File: src/rtl/flash_ctl_pkg.sv
// package for the flash program/erase sequencer: offsets, fields, timing.
// assumes a 32-bit avalon-mm register slave with word addressing by byte.
package flash_ctl_pkg;
   // register byte offsets
   localparam logic [7:0] OFS_TARGET_ADDRESS = 8'h00;
   localparam logic [7:0] OFS_WRITE_DATA = 8'h04;
   localparam logic [7:0] OFS_COMMAND = 8'h08;
   localparam logic [7:0] OFS_RAW_STATUS = 8'h0c;
   localparam logic [7:0] OFS_IRQ_MASK = 8'h10;
   localparam logic [7:0] OFS_IRQ_STATUS = 8'h14;
   // field layout
   localparam int OFFSET_WIDTH = 14;
   localparam logic [15:0] COMMAND_KEY = 16'ha442;
   localparam int BIT_PROGRAM = 0;
   localparam int BIT_PAGE_ERASE = 1;
   localparam int BIT_FULL_ERASE = 2;
   localparam int BIT_COMMIT = 3;
   localparam int BIT_DONE_FLAG = 1;
   localparam logic [13:0] WORD_ALIGN_MASK = 14'h0003;
   localparam logic [13:0] PAGE_ALIGN_MASK = 14'h03ff;
   // reset values
   localparam logic [31:0] RESET_WORD = 32'h0000_0000;
   // timing, 50 MHz clock
   localparam int CLK_MHZ = 50;
   localparam int PROGRAM_TIME_US = 50;
   localparam int COMMIT_TIME_US = 50;
   localparam int PAGE_ERASE_TIME_MS = 25;
   localparam int PROGRAM_CYCLES = PROGRAM_TIME_US * CLK_MHZ;
   localparam int COMMIT_CYCLES = COMMIT_TIME_US * CLK_MHZ;
   localparam int PAGE_ERASE_CYCLES = PAGE_ERASE_TIME_MS * 1000 * CLK_MHZ;
   localparam int FULL_ERASE_CYCLES = 2 * PAGE_ERASE_CYCLES;
   localparam int COUNT_WIDTH = 24;
endpackage

File: src/rtl/flash_program_erase_control.sv
// flash program/erase sequencer with avalon-mm registers and interrupt.
// assumes the array port answers o_arr_* requests; busy time is counted
// here, so the array only needs to accept the strobe.
//
// Operation
// - program uses the address register as a word-aligned target.
// - page erase uses the address register as a 1 KB aligned page.
// - address register: 14-bit writable offset, upper bits read zero.
// - data register is 32-bit read/write, reset zero, word to program.
// - data register may be undefined after execute-only block reads; here only bus writes change it.
// - erases ignore the data register entirely.
// - keyed command write starts the cycle at the address register.
// - command writes act only with key 0xA442 in bits 31:16.
// - the command key field always reads as zero.
// - bit 3 commits protection values; reads 1 up to 50 us.
// - bit 2 erases the whole array; reads 1 while in progress.
// - bit 1 erases the addressed page; reads 1 up to 25 ms.
// - bit 0 programs the data word; reads 1 up to 50 us.
// - writing zero to an operation bit changes nothing.
// - finished program or erase sets the raw done flag.
`timescale 1ns/1ps
`default_nettype none
module flash_program_erase_control #(
   parameter int PAGE_ERASE_COUNT = flash_ctl_pkg::PAGE_ERASE_CYCLES,
   parameter int FULL_ERASE_COUNT = flash_ctl_pkg::FULL_ERASE_CYCLES
) (
   // clock, reset, enable
   input wire logic i_clk,
   input wire logic i_rst_n,
   input wire logic i_ce,
   // avalon-mm slave
   input wire logic [7:0] i_address,
   input wire logic i_read,
   input wire logic i_write,
   input wire logic [3:0] i_byteenable,
   input wire logic [31:0] i_writedata,
   output logic [31:0] o_readdata,
   output logic o_waitrequest,
   // flash array port
   output logic o_arr_program,
   output logic o_arr_page_erase,
   output logic o_arr_full_erase,
   output logic o_arr_commit,
   output logic [13:0] o_arr_offset,
   output logic [31:0] o_arr_data,
   // interrupt
   output logic o_irq
);
   typedef enum logic [1:0] {ST_IDLE, ST_BUSY, ST_DONE} seq_state_t;

   logic [13:0] target_address_reg;
   logic [31:0] write_data_reg;
   logic [3:0] op_busy_reg;
   logic [23:0] count_reg;
   seq_state_t state_reg;
   logic done_flag_reg;
   logic done_mask_reg;
   logic ack_reg;
   logic [31:0] readdata_reg;
   logic [3:0] strobe_reg;

   logic access;
   logic wr_take;
   logic rd_take;
   logic cmd_valid;
   logic [3:0] cmd_ops;
   logic finish;
   logic [23:0] load_count;
   logic take_edge;
   logic start;
   logic clear_done;
   logic [31:0] address_merged;
   logic [31:0] read_value;

   // apply byte enables to a 32-bit register value
   function automatic logic [31:0] merge_be(input logic [31:0] old_v,
                                           input logic [31:0] new_v,
                                           input logic [3:0] be);
      logic [31:0] r;
      r = old_v;
      for (int i = 0; i < 4; i++) begin
         if (be[i]) begin
            r[8*i +: 8] = new_v[8*i +: 8];
         end
      end
      return r;
   endfunction

   // true when the bus address selects the given register
   function automatic logic reg_hit(input logic [7:0] addr,
                                    input logic [7:0] ofs);
      return addr == ofs;
   endfunction

   // busy time of the lowest set operation bit; several bits at once are
   // a software error, so this only keeps the sequencer well defined
   function automatic logic [23:0] op_cycles(input logic [3:0] ops);
      logic [23:0] c;
      c = 24'h00_0000;
      if (ops[flash_ctl_pkg::BIT_PROGRAM]) begin
         c = 24'(flash_ctl_pkg::PROGRAM_CYCLES);
      end else if (ops[flash_ctl_pkg::BIT_PAGE_ERASE]) begin
         c = 24'(PAGE_ERASE_COUNT);
      end else if (ops[flash_ctl_pkg::BIT_FULL_ERASE]) begin
         c = 24'(FULL_ERASE_COUNT);
      end else if (ops[flash_ctl_pkg::BIT_COMMIT]) begin
         c = 24'(flash_ctl_pkg::COMMIT_CYCLES);
      end
      return c;
   endfunction

   // one wait state: writes land on the second edge, reads are fetched
   // on the first so the word already stands when waitrequest drops;
   // a low enable stretches the wait instead of losing the access
   assign access = i_read | i_write;
   assign take_edge = ack_reg & i_ce;
   assign o_waitrequest = access & ~take_edge;
   assign wr_take = i_write & take_edge;
   assign rd_take = i_read & ~ack_reg & i_ce;

   always_ff @(posedge i_clk) begin
      if (!i_rst_n) begin
         ack_reg <= 1'b0;
      end else if (i_ce) begin
         ack_reg <= access & ~ack_reg;
      end
   end

   // key and full byte lanes of the key field are required
   assign cmd_valid = wr_take && i_address == flash_ctl_pkg::OFS_COMMAND
      && i_byteenable[3:2] == 2'b11 && i_byteenable[0]
      && i_writedata[31:16] == flash_ctl_pkg::COMMAND_KEY;
   // zero bits are ignored, and nothing starts while busy
   assign cmd_ops = (cmd_valid && state_reg == ST_IDLE)
      ? i_writedata[3:0] : 4'h0;

   assign load_count = op_cycles(cmd_ops);

   // address register, low 14 bits writable
   assign address_merged = merge_be({18'h0, target_address_reg},
      i_writedata, i_byteenable);

   always_ff @(posedge i_clk) begin
      if (!i_rst_n) begin
         target_address_reg <= '0;
      end else if (wr_take
            && reg_hit(i_address, flash_ctl_pkg::OFS_TARGET_ADDRESS)) begin
         target_address_reg <= address_merged[13:0];
      end
   end

   always_ff @(posedge i_clk) begin
      if (!i_rst_n) begin
         write_data_reg <= flash_ctl_pkg::RESET_WORD;
      end else if (wr_take
            && reg_hit(i_address, flash_ctl_pkg::OFS_WRITE_DATA)) begin
         // only bus writes change the word, so it never goes undefined
         write_data_reg <= merge_be(write_data_reg, i_writedata,
            i_byteenable);
      end
   end

   // sequencer: busy bits hold until the cycle count runs out; state,
   // count and busy bits each have their own process
   assign start = load_count != 24'h00_0000;
   assign finish = state_reg == ST_BUSY && count_reg == 24'h00_0001;

   always_ff @(posedge i_clk) begin
      if (!i_rst_n) begin
         state_reg <= ST_IDLE;
      end else if (i_ce) begin
         case (state_reg)
            ST_IDLE: begin
               if (start) begin
                  state_reg <= ST_BUSY;
               end
            end
            ST_BUSY: begin
               if (finish) begin
                  state_reg <= ST_DONE;
               end
            end
            ST_DONE: begin
               state_reg <= ST_IDLE;
            end
            default: begin
               state_reg <= ST_IDLE;
            end
         endcase
      end
   end

   // busy time is counted here, so the array needs no done signal
   always_ff @(posedge i_clk) begin
      if (!i_rst_n) begin
         count_reg <= '0;
      end else if (i_ce) begin
         if (state_reg == ST_IDLE && start) begin
            count_reg <= load_count;
         end else if (state_reg == ST_BUSY) begin
            count_reg <= count_reg - 24'h00_0001;
         end
      end
   end

   // busy bits read back as one until the operation has finished
   always_ff @(posedge i_clk) begin
      if (!i_rst_n) begin
         op_busy_reg <= 4'h0;
      end else if (i_ce) begin
         if (state_reg == ST_IDLE && start) begin
            op_busy_reg <= cmd_ops;
         end else if (state_reg == ST_DONE) begin
            op_busy_reg <= 4'h0;
         end
      end
   end

   // array strobes: one cycle at start
   always_ff @(posedge i_clk) begin
      if (!i_rst_n) begin
         strobe_reg <= 4'h0;
      end else if (i_ce) begin
         strobe_reg <= cmd_ops;
      end
   end

   // target captured with the strobe, aligned to the operation
   always_ff @(posedge i_clk) begin
      if (!i_rst_n) begin
         o_arr_offset <= '0;
      end else if (i_ce) begin
         if (cmd_ops[flash_ctl_pkg::BIT_PROGRAM]) begin
            o_arr_offset <= target_address_reg
               & ~flash_ctl_pkg::WORD_ALIGN_MASK;
         end else if (cmd_ops[flash_ctl_pkg::BIT_PAGE_ERASE]) begin
            o_arr_offset <= target_address_reg
               & ~flash_ctl_pkg::PAGE_ALIGN_MASK;
         end
      end
   end

   // erases leave the data output alone
   always_ff @(posedge i_clk) begin
      if (!i_rst_n) begin
         o_arr_data <= '0;
      end else if (i_ce && cmd_ops[flash_ctl_pkg::BIT_PROGRAM]) begin
         o_arr_data <= write_data_reg;
      end
   end

   assign o_arr_program = strobe_reg[flash_ctl_pkg::BIT_PROGRAM];
   assign o_arr_page_erase = strobe_reg[flash_ctl_pkg::BIT_PAGE_ERASE];
   assign o_arr_full_erase = strobe_reg[flash_ctl_pkg::BIT_FULL_ERASE];
   assign o_arr_commit = strobe_reg[flash_ctl_pkg::BIT_COMMIT];

   // write-one clear of the done flag through the masked status register
   assign clear_done = wr_take
      && reg_hit(i_address, flash_ctl_pkg::OFS_IRQ_STATUS)
      && i_byteenable[0]
      && i_writedata[flash_ctl_pkg::BIT_DONE_FLAG];

   // done flag: set wins over the write-one clear, so a finish that
   // meets a clear is never lost
   always_ff @(posedge i_clk) begin
      if (!i_rst_n) begin
         done_flag_reg <= 1'b0;
      end else if (i_ce) begin
         if (finish && op_busy_reg[2:0] != 3'b000) begin
            done_flag_reg <= 1'b1;
         end else if (clear_done) begin
            done_flag_reg <= 1'b0;
         end
      end
   end

   always_ff @(posedge i_clk) begin
      if (!i_rst_n) begin
         done_mask_reg <= 1'b0;
      end else if (wr_take
            && reg_hit(i_address, flash_ctl_pkg::OFS_IRQ_MASK)
            && i_byteenable[0]) begin
         done_mask_reg <= i_writedata[flash_ctl_pkg::BIT_DONE_FLAG];
      end
   end

   assign o_irq = done_flag_reg & done_mask_reg;

   // read mux; key field and unmapped offsets read zero
   always_comb begin
      read_value = 32'h0000_0000;
      case (i_address)
         flash_ctl_pkg::OFS_TARGET_ADDRESS: begin
            read_value = {18'h0, target_address_reg};
         end
         flash_ctl_pkg::OFS_WRITE_DATA: begin
            read_value = write_data_reg;
         end
         flash_ctl_pkg::OFS_COMMAND: begin
            read_value = {28'h000_0000, op_busy_reg};
         end
         flash_ctl_pkg::OFS_RAW_STATUS: begin
            read_value = {30'h0, done_flag_reg, 1'b0};
         end
         flash_ctl_pkg::OFS_IRQ_MASK: begin
            read_value = {30'h0, done_mask_reg, 1'b0};
         end
         flash_ctl_pkg::OFS_IRQ_STATUS: begin
            read_value = {30'h0, o_irq, 1'b0};
         end
         default: begin
            read_value = 32'h0000_0000;
         end
      endcase
   end

   // fetched in the wait cycle, so the word stands at the answering edge
   always_ff @(posedge i_clk) begin
      if (!i_rst_n) begin
         readdata_reg <= '0;
      end else if (rd_take) begin
         readdata_reg <= read_value;
      end
   end

   assign o_readdata = readdata_reg;
endmodule
`default_nettype wire

File: config.mk
export PLATFORM = sky130hd
export DESIGN_NAME = flash_program_erase_control
export DESIGN_NICKNAME = d
export VERILOG_FILES = /design/src/rtl/flash_ctl_pkg.sv /design/src/rtl/flash_program_erase_control.sv
export SDC_FILE = /design/constraint.sdc
export NUM_CORES = 1
export LEC_CHECK = 0
export BUFFER_PORTS_ARGS = -buffer_cell sky130_fd_sc_hd__buf_2
export CORE_UTILIZATION = 35
export CTS_CLUSTER_DIAMETER = 80
export CTS_CLUSTER_SIZE = 40
export DETAILED_ROUTE_END_ITERATION = 8
export GPL_TIMING_DRIVEN = 0
export PLACE_DENSITY_LB_ADDON = 0.15
export SLEW_MARGIN = 25
export SYNTH_ARGS = -nofsm -noshare
export SYNTH_HDL_FRONTEND = slang
export SYNTH_SLANG_ARGS = --single-unit
File: constraint.sdc
create_clock -name i_clk -period 3 [get_ports i_clk]
set_input_delay 0.45 -clock i_clk [delete_from_list [all_inputs] [get_ports i_clk]]
set_output_delay 0.45 -clock i_clk [all_outputs]
set_load 0.02 [all_outputs]
# Yosys cells after proc, flatten, opt, wreduce, memory -nomap -nowiden
# Index checks and enable logic that the tools add are counted.
[word_totals]
ff_bits = 161
latchBits = 0
mem_bits_rw = 0
romBits = 0
inputBits = 49
out_inout_bits = 84
wordCells = 91
mem_count = 0
[classes]
n_addsub = 1
multipliers = 0
n_div = 0
magnitude_cmp = 0
n_eq_ne = 12
shift = 0
muxes = 17
bitwise_logic = 10
n_reduce_logical = 35
[op_table]
columns = ["cell", "n"]
rows = [
  ["32-bit case mux with 6 select lines", 1],
  ["22-bit 2-to-1 mux", 3],
  ["24-bit 2-to-1 mux", 2],
  ["14-bit 2-to-1 mux", 2],
  ["24-bit by 1-bit == test with 1-bit output, second input constant", 1],
  ["24-bit nonzero test", 1],
  ["24-bit by 1-bit subtractor with 24-bit output, second input constant", 1],
  ["2-bit AND reduction", 10],
  ["16-bit == test, second input constant", 1],
  ["8-bit by 4-bit == test with 1-bit output, second input constant", 2],
  ["8-bit by 5-bit == test with 1-bit output, second input constant", 2],
  ["1-bit logical AND", 16],
  ["12-bit 2-to-1 mux", 1],
  ["4-bit 2-to-1 mux", 3],
  ["8-bit by 3-bit == test with 1-bit output, second input constant", 1],
  ["8-bit logical NOT", 1],
  ["2-bit nonzero test", 4],
  ["1-bit bitwise AND", 7],
  ["2-bit == test, second input constant", 2],
  ["2-bit 2-to-1 mux", 2],
  ["2-bit != test, second input constant", 2],
  ["2-bit case mux with 2 select lines", 1],
  ["3-bit AND reduction", 1],
  ["3-bit nonzero test", 1],
  ["other kinds (5)", 7],
]

# Longest topological paths before layout
[logic_depth]
depth_word = 16
ltp_mapped = 8

# Worst setup path after synthesis
# Ideal clock, no wire load.
[synth_timing]
path_type = "in2reg"
from = "input port i_address[5]"
to = "register o_arr_offset[11]"
arrival_ps = 2026
required_time_ps = 2872
path_slack_ps = 846
cell_stages = 7
path_buffers = 2
cell_sequence = "nor3_1 -> nand4_1 -> or4_1 -> clkbuf_1 -> buf_2 -> mux2i_1 -> nor2_1"
[synth_via]
elab_chain_cells = 9
elab_cells_between_ends = 10
cone_classes = "eq/ne: 1; mux: 2; reduce/logical: 7"
[synth_rtl]
columns = ["item", "line", "text"]
rows = [
  ["from (decl)", "flash_program_erase_control.sv:32", "input wire logic [7:0] i_address,"],
  ["8-bit by 4-bit == test with 1-bit output (*)", "flash_program_erase_control.sv:130", "assign cmd_valid = wr_take && i_address == flash_ctl_pkg::OFS_COMMAND"],
  ["1-bit logical AND (*)", "flash_program_erase_control.sv:130", ""],
  ["1-bit logical AND (*) (2 in a row)", "flash_program_erase_control.sv:131", "&& i_byteenable[3:2] == 2'b11 && i_byteenable[0]"],
  ["1-bit logical AND (*)", "flash_program_erase_control.sv:132", "&& i_writedata[31:16] == flash_ctl_pkg::COMMAND_KEY;"],
  ["1-bit logical AND (*)", "flash_program_erase_control.sv:134", "assign cmd_ops = (cmd_valid && state_reg == ST_IDLE)"],
  ["4-bit 2-to-1 mux (*)", "flash_program_erase_control.sv:135", "? i_writedata[3:0] : 4'h0;"],
  ["2-bit nonzero test (no source line)", "-", ""],
  ["2-bit AND reduction (no source line)", "-", ""],
  ["to (signal assigned)", "flash_program_erase_control.sv:234", "o_arr_offset <= target_address_reg"],
  ["to (signal assigned)", "flash_program_erase_control.sv:237", "o_arr_offset <= target_address_reg"],
  ["to (decl)", "flash_program_erase_control.sv:44", "output logic [13:0] o_arr_offset,"],
]
# Every way passes the cells marked *; elsewhere a longest branch is shown, timed or not.
# A chain may end at the register's enable or synchronous reset.

# Worst setup path in the final report
[layout_timing]
from = "register count_reg[14]"
to = "register done_flag_reg"
[layout_via]
elab_chain_cells = 5
elab_cells_between_ends = 6
cone_classes = "eq/ne: 1; mux: 1; reduce/logical: 4"
[layout_rtl]
columns = ["item", "line", "text"]
rows = [
  ["from (decl)", "flash_program_erase_control.sv:54", "logic [23:0] count_reg;"],
  ["from (signal assigned)", "flash_program_erase_control.sv:199", "count_reg <= load_count;"],
  ["from (signal assigned)", "flash_program_erase_control.sv:201", "count_reg <= count_reg - 24'h00_0001;"],
  ["24-bit by 1-bit == test with 1-bit output (*)", "flash_program_erase_control.sv:166", "assign finish = state_reg == ST_BUSY && count_reg == 24'h00_0001;"],
  ["1-bit logical AND (*)", "flash_program_erase_control.sv:166", ""],
  ["1-bit logical AND (*)", "flash_program_erase_control.sv:269", "if (finish && op_busy_reg[2:0] != 3'b000) begin"],
  ["2-bit nonzero test (no source line)", "-", ""],
  ["2-bit AND reduction (no source line)", "-", ""],
  ["to (signal assigned)", "flash_program_erase_control.sv:267", "done_flag_reg <= 1'b0;"],
  ["to (signal assigned)", "flash_program_erase_control.sv:270", "done_flag_reg <= 1'b1;"],
  ["to (signal assigned)", "flash_program_erase_control.sv:272", "done_flag_reg <= 1'b0;"],
  ["to (decl)", "flash_program_erase_control.sv:56", "logic done_flag_reg;"],
]
# Marks and branches as above.

==> run_results.csv <==
group,metric,value,unit
clock_tree,ctsHtreeMaxLevel,4,
clock_tree,clkSinkCount,159,
sta,setup_viol,0,
critical_path,r2r_cells,6,
route,routed_wl,21800,um
yosys,synth_cell_types,58,
finish,layout-drive-gt1-share,19.4,%
sta,skew,0.00758,ns
sta,min_period,2.58,ns
power_and_ir_drop,p_leak,3.40,nW
global_route,grt_pass1_vias,6060,
yosys,ys_ff_latch,159,
global_route,track_usage,22.6,%
die,die_width,140,um
placed_design,gp_routability_congestion,0.869,
die,die_h,140,um
clock_tree,path_clk_slew,0.06,ns
die,rows,50,
clock_tree,clkLatencyLatePin,0.43,ns
yosys,netlist_area,0.00670,sq mm
critical_path,arrival,2.93,ns
critical_path,endpoint,"done_flag_reg",
route,routed_via_density,5.36,
finish,regArea,0.00318,sq mm
finish,finish.instance_area,0.00816,sq mm
finish,multiInputGateArea,0.00326,sq mm
worst_hold_path,hp-class,"in -> reg",
yosys,netlist_top_cells_area,"dfxtp_1, nand2_1, a21oi_1",
sta,finalHoldViolCount,0,
yosys,yosys.area.top_type,"dfxtp_1",
placed_design,place_area,0.00764,sq mm
sta,maxSlewHeadroom,43.5,%
power_and_ir_drop,power_density,520,mW/mm^2
critical_path,worst_r2r_startpoint,"count_reg[14]",
placed_design,dp_hpwl,15900,um
critical_path,crit_path_max_fanout,7,
die,die_area,0.0197,sq mm
clock_tree,clock_path_buffers,2,
clock_tree,cts_hold_buf,0,
clock_tree,cts-buffers-inserted,17,
sta,grt_setup_unrepaired,"false",
clock_tree,cts_tree,"built",
route,drc,0,
critical_path,cp.required,3.35,ns
finish,fin_nets,996,
yosys,yosysWarnings,0,
global_route,grt_overflow,0,
yosys,syn_area_per_cell,8.41,sq um
route,drt_pass1_iterations,5,
route,routed-via-count,6384,
yosys,synth_ff_type,"dfxtp_1",
outcome,status,"finished, final reports clean",
clock_tree,cts_resized,0,
finish,diodes,0,
global_route,grt_max_degree,17,
route,ant_nets,0,
route,drtIter0Drc,385,
sta,worstMarginPinSlew,0.843,ns
finish,fillers,1929,
placed_design,port_buffers,128,
critical_path,crit_start,"count_reg[14]",
clock_tree,root_buffer,"clkbuf_16",
flow_run,drv_cap,0,
critical_path,r2r_slack,0.42,ns
yosys,ys_seq_area_share,47.5,%
sta,slew_violations,0,
die,initial_core_util,35.7,%
critical_path,crit_type,"reg -> reg",
global_route,antenna_found_initial,0,
power_and_ir_drop,vdd_ir_drop_max,0.000372,V
finish,syn_to_final_growth,21.7,%
critical_path,crit_path_end_kind,"flip-flop",
route,routedWlPerCell,18.3,um
worst_hold_path,hp-start,"i_writedata[14]",
global_route,grt_pass1_wl,33800,um
clock_tree,postCtsSetupRepairBufs,0,
die,core_area,0.0188,sq mm
die,ios,133,
sta,tns,0,ns
yosys,syn_inst,797,
critical_path,start_kind,"flip-flop",
finish,final_util,43.5,%
yosys,post-synth-top-area-fraction,47.5,%
yosys,synthArstFlopShare,0,%
sta,fmax,388,MHz
sta,fin_crit_sh,86.0,%
critical_path,reg2reg_to,"done_flag_reg",
yosys,synth_edf_count,0,
where the power goes:
part	total (W)	leakage, nW	switching, W	internal [W]
logic	0.000165	1.87	0.000120	0.0000443
registers	0.00211	1.28	0.00000170	0.00211
clock network	0.00196	0.250	0.000897	0.00106
total	0.00424	3.40	0.00102	0.00322
metal layers:
layer / global-route usage, % / vias up / share of wire (%)
li1: - / 3124 / -
met1: 30.1 / 3037 / 46
met2: 36.6 / 195 / 47
met3: 5.03 / 28 / 5.3
met4: 6.25 / 0 / 1.6
met5: 0 / - / 0
cells in the mapped netlist (all sizes together), types with 3 or more instances:
cell type and number:
xnor2 7, nor4 13, o31ai 4, a211oi 3, dfxtp 159, a21o 4
clkbuf 46, o21ai 16, nor4b 5, a21oi 86, o221a 10, nand3 52
or3 3, o22a 3, nand2 133, a22oi 27, buf 11, a31oi 10
nand3b 4, inv 9, nor2 71, or4 6, and3 8, nor2b 6
nor3 17, and2 13, nand4 4, o22ai 4, mux2i 34, and4 6
logic make-up after synthesis:
| kind of cell | count (synthesis) | synth area share [%] |
|---|---|---|
| buffers and inverters | 66 | 4.03 |
| XOR/XNOR | 8 | 1.05 |
| AND/OR/NAND/NOR | 350 | 25.3 |
| AO/OA/AOI/OAI | 177 | 16.6 |
| flip-flops | 159 | 47.5 |
| adder cells (fa/ha/maj) | 2 | 0.373 |
| other | 1 | 0.0559 |
| multiplexers | 34 | 5.08 |
final cells by class:
| class | count | share of cell area (%) |
|---|---|---|
| clock buffers | 19 | 5.43 |
| plain buffers | 57 | 2.90 |
| clock inverters | 11 | 0.859 |
| well taps | 234 | 3.59 |
| repair buffers | 128 | 7.85 |
| flip-flops and latches | 159 | 39.0 |
| multi-input cells | 573 | 39.9 |
| inverters | 9 | 0.414 |
through the flow:
stage	cells	total power [W]	setup slack [ns]	hold WS, ns
5_1_grt	1190	0.00437	0.203	0.259
3_3_place_gp	1160	0.00232	-0.0175	0.435
3_5_place_dp	1160	0.00232	0.0124	0.440
2_1_floorplan	798	0.00223	0.846	0.436
4_1_cts	1190	0.00427	0.419	0.262
6_report	1190	0.00424	0.421	0.269
worst min path at each step:
stage | slack [ns] | end | cells past startpoint
global route | 0.26 | write_data_reg[14] | 3
global placement | 0.44 | o_arr_data[28] | 2
finish | 0.27 | write_data_reg[14] | 3
floorplan | 0.44 | op_busy_reg[3] | 2
detailed placement | 0.44 | o_readdata[29] | 2
CTS | 0.26 | write_data_reg[15] | 3
critical path: stages (launching register included):
cell and delay, ns:
dfxtp_1 0.36, or4_4 0.57, or4_4 0.43, buf_6 0.16
nor4_1 0.61, o31ai_1 0.20, a21oi_1 0.18
cell usage in the layout, fill, tap and decap left out, types with 3 or more instances in the layout:
cell type	netlist	routed
or3_1	3	3
o22a_1	3	3
buf_2	6	134
a21o_1	4	4
inv_1	9	9
clkinvlp_4	0	3
o221a_2	8	8
dfxtp_1	159	159
nor2_1	71	71
clkbuf_16	0	17
a211oi_1	3	3
nand3_1	52	52
a21oi_1	86	86
and4_1	6	6
nand3b_1	4	4
nor4_1	10	10
nand2_1	133	133
xnor2_1	7	7
o31ai_1	4	4
nand4_1	3	3
nor2b_1	6	6
and2_1	13	13
a31oi_1	10	10
nor3_1	16	16
nor4b_1	5	5
o22ai_1	4	4
clkinv_2	0	6
o21ai_0	16	16
clkbuf_1	46	47
mux2i_1	34	34
or4_1	4	4
and3_1	8	8
a22oi_1	27	27
Power figures use the tool's default switching activity.
